$ cat src/core/arwd_consts.svh
`ifndef ARWD_CONSTS_SVH
`define ARWD_CONSTS_SVH

// Register indices; byte address is four times the index
`define ARWD_IDX_CFG 8'hbc
`define ARWD_IDX_CTRL 8'hbd
`define ARWD_IDX_RES_LO 8'hbe
`define ARWD_IDX_RES_HI 8'hbf
`define ARWD_IDX_GT_LO 8'hc4
`define ARWD_IDX_GT_HI 8'hc5
`define ARWD_IDX_LT_LO 8'hc6
`define ARWD_IDX_LT_HI 8'hc7
`define ARWD_IDX_ISTAT 8'hc8
`define ARWD_IDX_IMASK 8'hc9

// Reset values
`define ARWD_RST_CFG 8'hf8
`define ARWD_RST_RES 8'h00
`define ARWD_RST_GT 8'hff
`define ARWD_RST_LT 8'h00

// Control register bit positions
`define ARWD_CTRL_EN 7
`define ARWD_CTRL_BUSY 4
`define ARWD_CTRL_WIN 1
`define ARWD_CTRL_LEFT 0

// Config divider field position
`define ARWD_CFG_DIV_HI 7
`define ARWD_CFG_DIV_LO 5

// Interrupt status and mask bit positions
`define ARWD_EV_DONE 0
`define ARWD_EV_WIN 1

// System clocks per conversion at undivided setting
`define ARWD_CONV_CLKS 16

`endif

$ cat src/core/arwd_pkg.sv
package arwd_pkg;
  localparam int ADR_W = 10;

  typedef struct packed {
    logic cyc;
    logic stb;
    logic we;
    logic [ADR_W-1:0] adr;
    logic [3:0] sel;
    logic [31:0] dat;
  } arwd_wb_req_t;

  typedef struct packed {
    logic ack;
    logic [31:0] dat;
  } arwd_wb_rsp_t;

  typedef enum logic [2:0] {
    ST_IDLE = 3'b001,
    ST_CONV = 3'b010,
    ST_CMP = 3'b100
  } arwd_state_t;

  typedef struct packed {
    arwd_state_t st;
    logic [7:0] cnt;
    logic en;
    logic left;
    logic [7:0] cfg;
    logic [7:0] res_hi;
    logic [7:0] res_lo;
    logic [7:0] gt_hi;
    logic [7:0] gt_lo;
    logic [7:0] lt_hi;
    logic [7:0] lt_lo;
    logic [1:0] istat;
    logic [1:0] imask;
    logic ack;
    logic [31:0] rdat;
    logic irq;
    logic busy;
  } arwd_regs_t;
endpackage

$ cat src/core/arwd_fmt.sv
`timescale 1ns/1ps
module arwd_fmt (
  input wire logic [9:0] sample,
  input wire logic left,
  output logic [7:0] hi,
  output logic [7:0] lo
);
  // Left keeps the top eight bits high; right sign-extends bit nine upward
  always_comb begin
    if (left) begin
      hi = sample[9:2];
      lo = {sample[1:0], 6'h00};
    end else begin
      hi = {{6{sample[9]}}, sample[9:8]};
      lo = sample[7:0];
    end
  end
endmodule

$ cat src/core/arwd_win.sv
`timescale 1ns/1ps
module arwd_win (
  input wire logic [15:0] word,
  input wire logic [15:0] gt,
  input wire logic [15:0] lt,
  input wire logic signed_mode,
  output logic hit
);
  logic lt_above_gt;
  logic below_lt;
  logic above_gt;

  // Signed compare only for sign-extended right-justified data
  always_comb begin
    if (signed_mode) begin
      lt_above_gt = $signed(lt) > $signed(gt);
      below_lt = $signed(word) < $signed(lt);
      above_gt = $signed(word) > $signed(gt);
    end else begin
      lt_above_gt = lt > gt;
      below_lt = word < lt;
      above_gt = word > gt;
    end
    // Inside window when limits cross, outside otherwise
    if (lt_above_gt) begin
      hit = below_lt && above_gt;
    end else begin
      hit = below_lt || above_gt;
    end
  end
endmodule

$ cat src/core/arwd_top.sv
`timescale 1ns/1ps
`include "arwd_consts.svh"
module arwd_top #(
  parameter int CONV_CLKS = `ARWD_CONV_CLKS
) (
  input wire logic core_clk,
  input wire logic nrst,
  input wire arwd_pkg::arwd_wb_req_t wb_req,
  output arwd_pkg::arwd_wb_rsp_t wb_rsp,
  input wire logic conv_start,
  input wire logic [9:0] conv_sample,
  output logic conv_busy,
  output logic irq
);
  import arwd_pkg::*;

  // Counter is eight bits; longest divided conversion must fit
  if (CONV_CLKS < `ARWD_CONV_CLKS || CONV_CLKS * 8 > 256) begin : g_bad_conv_clks
    $error("CONV_CLKS out of range");
  end

  localparam logic [7:0] CONV_CLKS_B = CONV_CLKS[7:0];

  arwd_regs_t r_reg;
  arwd_regs_t r_next;

  logic [7:0] fmt_hi;
  logic [7:0] fmt_lo;
  logic win_hit;
  logic [15:0] gt_word;
  logic [15:0] lt_word;
  logic [15:0] res_word;

  // Address decode, used for both reads and writes
  function automatic logic hit_idx(input logic [ADR_W-1:0] adr, input logic [7:0] idx);
    hit_idx = (adr[ADR_W-1:2] == idx) && (adr[1:0] == 2'b00);
  endfunction

  // Conversion length scales with the divider field
  function automatic logic [7:0] conv_len(input logic [2:0] div);
    logic [10:0] prod;
    prod = 11'(CONV_CLKS_B) * (11'(div) + 11'h001);
    conv_len = prod[7:0] - 8'h01;
  endfunction

  // Limit words are the high byte over the low byte
  assign gt_word = {r_reg.gt_hi, r_reg.gt_lo};
  assign lt_word = {r_reg.lt_hi, r_reg.lt_lo};
  assign res_word = {r_reg.res_hi, r_reg.res_lo};

  arwd_fmt u_fmt (
    .sample(conv_sample),
    .left(r_reg.left),
    .hi(fmt_hi),
    .lo(fmt_lo)
  );

  // Compare uses the stored result so a software write cannot race it
  arwd_win u_win (
    .word(res_word),
    .gt(gt_word),
    .lt(lt_word),
    .signed_mode(!r_reg.left),
    .hit(win_hit)
  );

  logic req;
  logic wr;
  logic start_sw;
  logic start_any;
  logic [1:0] ev_set;
  logic [1:0] ev_clr;
  logic [1:0] istat_new;
  logic [7:0] rd_byte;

  always_comb begin
    r_next = r_reg;
    ev_set = 2'b00;
    ev_clr = 2'b00;
    start_sw = 1'b0;
    rd_byte = 8'h00;

    // One request per bus cycle; ack blocks the repeat edge
    req = wb_req.cyc && wb_req.stb && !r_reg.ack;
    wr = req && wb_req.we && wb_req.sel[0];
    r_next.ack = req;

    // Register writes; only the low byte lane carries data
    if (wr) begin
      if (hit_idx(wb_req.adr, `ARWD_IDX_CFG)) begin
        r_next.cfg = wb_req.dat[7:0];
      end
      if (hit_idx(wb_req.adr, `ARWD_IDX_CTRL)) begin
        r_next.en = wb_req.dat[`ARWD_CTRL_EN];
        r_next.left = wb_req.dat[`ARWD_CTRL_LEFT];
        start_sw = wb_req.dat[`ARWD_CTRL_BUSY];
      end
      if (hit_idx(wb_req.adr, `ARWD_IDX_RES_LO)) begin
        r_next.res_lo = wb_req.dat[7:0];
      end
      if (hit_idx(wb_req.adr, `ARWD_IDX_RES_HI)) begin
        r_next.res_hi = wb_req.dat[7:0];
      end
      if (hit_idx(wb_req.adr, `ARWD_IDX_GT_LO)) begin
        r_next.gt_lo = wb_req.dat[7:0];
      end
      if (hit_idx(wb_req.adr, `ARWD_IDX_GT_HI)) begin
        r_next.gt_hi = wb_req.dat[7:0];
      end
      if (hit_idx(wb_req.adr, `ARWD_IDX_LT_LO)) begin
        r_next.lt_lo = wb_req.dat[7:0];
      end
      if (hit_idx(wb_req.adr, `ARWD_IDX_LT_HI)) begin
        r_next.lt_hi = wb_req.dat[7:0];
      end
      if (hit_idx(wb_req.adr, `ARWD_IDX_ISTAT)) begin
        ev_clr = wb_req.dat[1:0];
      end
      if (hit_idx(wb_req.adr, `ARWD_IDX_IMASK)) begin
        r_next.imask = wb_req.dat[1:0];
      end
    end

    // Starts are ignored while disabled or already converting
    start_any = r_reg.en && (start_sw || conv_start);

    // Conversion sequencer
    case (r_reg.st)
      ST_IDLE: begin
        if (start_any) begin
          r_next.st = ST_CONV;
          r_next.cnt = conv_len(r_reg.cfg[`ARWD_CFG_DIV_HI:`ARWD_CFG_DIV_LO]);
          r_next.busy = 1'b1;
        end
      end
      ST_CONV: begin
        if (r_reg.cnt == 8'h00) begin
          // Hardware result wins over a same-cycle software write
          r_next.res_hi = fmt_hi;
          r_next.res_lo = fmt_lo;
          r_next.st = ST_CMP;
        end else begin
          r_next.cnt = r_reg.cnt - 8'h01;
        end
      end
      ST_CMP: begin
        // Each finished result is checked once, with no software step
        ev_set[`ARWD_EV_DONE] = 1'b1;
        ev_set[`ARWD_EV_WIN] = win_hit;
        r_next.busy = 1'b0;
        r_next.st = ST_IDLE;
      end
      default: begin
        r_next.st = ST_IDLE;
        r_next.busy = 1'b0;
      end
    endcase

    // Sticky events; a set in the clearing cycle survives
    istat_new = (r_reg.istat & ~ev_clr) | ev_set;
    r_next.istat = istat_new;

    // Level interrupt from unmasked sticky bits
    r_next.irq = |(istat_new & r_next.imask);

    // Read mux; unmapped addresses read zero
    if (hit_idx(wb_req.adr, `ARWD_IDX_CFG)) begin
      rd_byte = r_reg.cfg;
    end else if (hit_idx(wb_req.adr, `ARWD_IDX_CTRL)) begin
      rd_byte[`ARWD_CTRL_EN] = r_reg.en;
      rd_byte[`ARWD_CTRL_BUSY] = r_reg.busy;
      rd_byte[`ARWD_CTRL_WIN] = r_reg.istat[`ARWD_EV_WIN];
      rd_byte[`ARWD_CTRL_LEFT] = r_reg.left;
    end else if (hit_idx(wb_req.adr, `ARWD_IDX_RES_LO)) begin
      rd_byte = r_reg.res_lo;
    end else if (hit_idx(wb_req.adr, `ARWD_IDX_RES_HI)) begin
      rd_byte = r_reg.res_hi;
    end else if (hit_idx(wb_req.adr, `ARWD_IDX_GT_LO)) begin
      rd_byte = r_reg.gt_lo;
    end else if (hit_idx(wb_req.adr, `ARWD_IDX_GT_HI)) begin
      rd_byte = r_reg.gt_hi;
    end else if (hit_idx(wb_req.adr, `ARWD_IDX_LT_LO)) begin
      rd_byte = r_reg.lt_lo;
    end else if (hit_idx(wb_req.adr, `ARWD_IDX_LT_HI)) begin
      rd_byte = r_reg.lt_hi;
    end else if (hit_idx(wb_req.adr, `ARWD_IDX_ISTAT)) begin
      rd_byte = {6'h00, r_reg.istat};
    end else if (hit_idx(wb_req.adr, `ARWD_IDX_IMASK)) begin
      rd_byte = {6'h00, r_reg.imask};
    end
    // Read data shows pre-write contents of the same cycle
    r_next.rdat = req ? {24'h000000, rd_byte} : 32'h00000000;
  end

  // Single state register; synchronous active-low reset
  always_ff @(posedge core_clk) begin
    if (!nrst) begin
      r_reg.st <= ST_IDLE;
      r_reg.cnt <= 8'h00;
      r_reg.en <= 1'b0;
      r_reg.left <= 1'b0;
      r_reg.cfg <= `ARWD_RST_CFG;
      r_reg.res_hi <= `ARWD_RST_RES;
      r_reg.res_lo <= `ARWD_RST_RES;
      r_reg.gt_hi <= `ARWD_RST_GT;
      r_reg.gt_lo <= `ARWD_RST_GT;
      r_reg.lt_hi <= `ARWD_RST_LT;
      r_reg.lt_lo <= `ARWD_RST_LT;
      r_reg.istat <= 2'b00;
      r_reg.imask <= 2'b00;
      r_reg.ack <= 1'b0;
      r_reg.rdat <= 32'h00000000;
      r_reg.irq <= 1'b0;
      r_reg.busy <= 1'b0;
    end else begin
      r_reg <= r_next;
    end
  end

  // Outputs straight from the state register
  assign wb_rsp.ack = r_reg.ack;
  assign wb_rsp.dat = r_reg.rdat;
  assign conv_busy = r_reg.busy;
  assign irq = r_reg.irq;
endmodule

$ cat config.mk
export PLATFORM = sky130hd
export DESIGN_NAME = arwd_top
export DESIGN_NICKNAME = d
export VERILOG_FILES = /design/src/core/arwd_pkg.sv /design/src/core/arwd_fmt.sv /design/src/core/arwd_win.sv /design/src/core/arwd_top.sv
export VERILOG_INCLUDE_DIRS = /design/src /design/src/core
export SDC_FILE = /design/constraint.sdc
export NUM_CORES = 1
export LEC_CHECK = 0
export ABC_AREA = 1
export BUFFER_PORTS_ARGS = -buffer_cell sky130_fd_sc_hd__buf_2
export CORE_MARGIN = 8
export CORE_UTILIZATION = 30
export CTS_CLUSTER_SIZE = 10
export DETAILED_ROUTE_END_ITERATION = 10
export PLACE_DENSITY = 0.44
export SETUP_SLACK_MARGIN = 0.5
export SYNTH_ARGS = -nofsm -noshare
export SYNTH_HDL_FRONTEND = slang
export SYNTH_HIERARCHICAL = 1
export SYNTH_SLANG_ARGS = --single-unit
$ cat constraint.sdc
create_clock -name core_clk -period 3.78 [get_ports core_clk]
set_clock_uncertainty 0.2 [all_clocks]
set_input_delay 0.189 -clock core_clk [delete_from_list [all_inputs] [get_ports core_clk]]
set_output_delay 0.189 -clock core_clk [all_outputs]
set_load 0.01 [all_outputs]
==> results.toml <==
[global_routing]
grt_pass1_vias = 4996
grt_pass1_wl_mm = 28.35
grt_max_degree = 64
antenna_found_initial = 0
gr-usage-all-layers_pct = 15.26
overflow = 0

[timing]
period_needed_ns = 2.596
max_freq_mhz = 385.2
grt_setup_unrepaired = "no"
fin_crit_sh_pct = 68.68
finalSetupTns_ns = 0
setup_violations = 0
worst_pin_slew_ns = 0.9065
fin_ws_ns = 1.184
hold_viol = 0
whs_ns = 0.02204
drv_slew = 0
slew_headroom_pct = 39.50

[pwr]
power.density_mw_per_mm2 = 293.2
leakage_nw = 3.408
irDropWorstVdd_mv = 0.2107

[synthesis]
synthCells = 854
syn_area_sq_mm = 0.005896
ys_seq_elements = 84
ys_types = 43
syn_avg_cell_area_sq_um = 6.904
yosys_warnings = 6
synth.yosys.seq_area_share_pct = 28.52

[placed_design]
place_ws_ns = 1.209
io_buffers = 45
gp_congestion = 0.8341
dpl_cell_area_sq_mm = 0.006202
dp_hpwl_mm = 14.34
dp_cells = 1135

[finish]
layout_commonest_cell = "nand2_1"
final_cell_mix = "nand2_1, inv_1, dfxtp_1"
finalInstanceArea_sq_mm = 0.006526
drive_above_1_share_pct = 11.59
diodes = 0
nets = 997
final_cell_count_no_fill = 1154
largest_reg_flops = 41
areaGrowthSynthToFinish_pct = 10.70

[clock_tree]
cts_buffer_depth = 2
cts-htree-levels = 3
clk-insertion-delay-late_ns = 0.35
cts_buffers = 9
cts_tree = "yes"
cts_root_buf = "clkbuf_16"
cts_resized = 0
clock_sinks = 84
clk_pin_slew_worst_paths_ns = 0.07
post-cts-setup-buffer-count = 0
hold_buffers = 3

[setup_path]
crit_family = "simple AND/OR/NAND/NOR gates"
cp-start-kind = "register"
path_cells = "inv_1 > ha_1 > nand2_2 > inv_1 > a21oi_1 > nand3_1 > nand2_1 > nand3_1 > a21oi_2 > nand3_1 > nand2_1 > nand2_1 > a21oi_1 > o21a_1"
critPathMaxStageDelay_ns = 0.36
critPathBufInv = 2
worst_setup_path_end_kind = "register"
cp_max_fo = 3
worstPathArrival_ns = 2.69
required_ns = 3.87
path_class = "register to register"
critPathSlowestCell = "dfxtp_1"

[die]
die_w_um = 156.2
rows = 51
core_region_area_sq_mm = 0.01940
dieArea_sq_mm = 0.02439
fp.dieH_um = 156.2
num_io_pins = 97
start_util_pct = 30.39

[detailed_routing]
dr.pass1.iters = 4
vias = 5266
drt_iter0_drc = 350
routedWlPerCell_um = 15.82
viasPerCell = 4.563
ant_nets = 0
wl_mm = 18.25
drc = 0

[run_status]
status = "complete, no violations"

[min_path]
min_path_type = "input port to register"

[job]
drv_cap = 0
final timing paths:
check	slack, ns	depth (start not counted)	from	to
worst max-delay path	1.18	14	gt_word[7]	irq
worst min-delay path	0.02	3	wb_req[4]	r_reg[91]
worst max register to register	1.18	14	gt_word[7]	irq
worst min register to register	0.27	2	r_reg[102]	r_reg[102]
Yosys cell counts, drive strengths merged:
library cell,instances,area [sq um]
nand2,184,725.7
inv,143,539.3
dfxtp,84,1682
nor2,75,314.0
a21oi,74,385.4
o21ai,60,304.0
ha,51,638.1
buf,44,321.6
nand3,31,172.7
o211ai,22,165.2
nand4,18,127.6
nor3,18,167.7
clkbuf,12,45.04
mux2i,10,100.1
o22ai,6,37.54
a211oi,5,37.54
nor4,4,25.02
o21a,2,15.01
o21bai,2,26.28
o31ai,2,15.01
xnor2,2,17.52
xor2,2,17.52
clkinv,1,5.000
conb,1,3.750
nand3b,1,7.510
routing by layer:
metal  wire [um]  share of wire (%)  track usage, %
met5           0                  0               0
met4         307                1.7           4.531
met3         680                3.7           2.521
met2        8503                 47           24.96
met1        8762                 48           20.18
through the flow:
stage	util, %	power (mW)
6_report	33.64	1.913
5_1_grt	33.64	1.982
4_1_cts	33.64	1.939
3_5_place_dp	31.97	1.022
3_3_place_gp	31.97	1.022
2_1_floorplan	-	0.9870
report_power, final:
part / switching, mW / internal (mW)
Clock: 0.394 / 0.516
Combinational: 0.0874 / 0.0306
Sequential: 0.000249 / 0.885
Total: 0.482 / 1.43
cell families after synthesis:
kind of cell	after synthesis	share of synthesized area, %
mux	10	1.698
other cells	1	0.06361
xor+xnor	4	0.5943
simple gates	331	26.12
buf+inv	200	15.45
flops	84	28.52
compound gates	173	16.72
fa+ha+maj	51	10.82
final cells by class:
| class | instances | area (sq um) |
|---|---|---|
| Multi-Input combinational cell | 593 | 3390 |
| Inverter | 144 | 544.3 |
| Fill cell | 2221 | 12870 |
| Clock inverter | 5 | 61.31 |
| Tap cell | 265 | 331.6 |
| Sequential cell | 84 | 1682 |
| Clock buffer | 11 | 232.7 |
| Timing Repair Buffer | 52 | 285.3 |
worst register-to-register path: stages, from the launching register on:
cell and delay (ns):
dfxtp_1 0.36, inv_1 0.07, ha_1 0.33, nand2_2 0.11, inv_1 0.04, a21oi_1 0.23
nand3_1 0.16, nand2_1 0.11, nand3_1 0.08, a21oi_2 0.17, nand3_1 0.09, nand2_1 0.15
nand2_1 0.09, a21oi_1 0.20, o21a_1 0.14
Note: power is estimated with default switching activity, not from simulation.
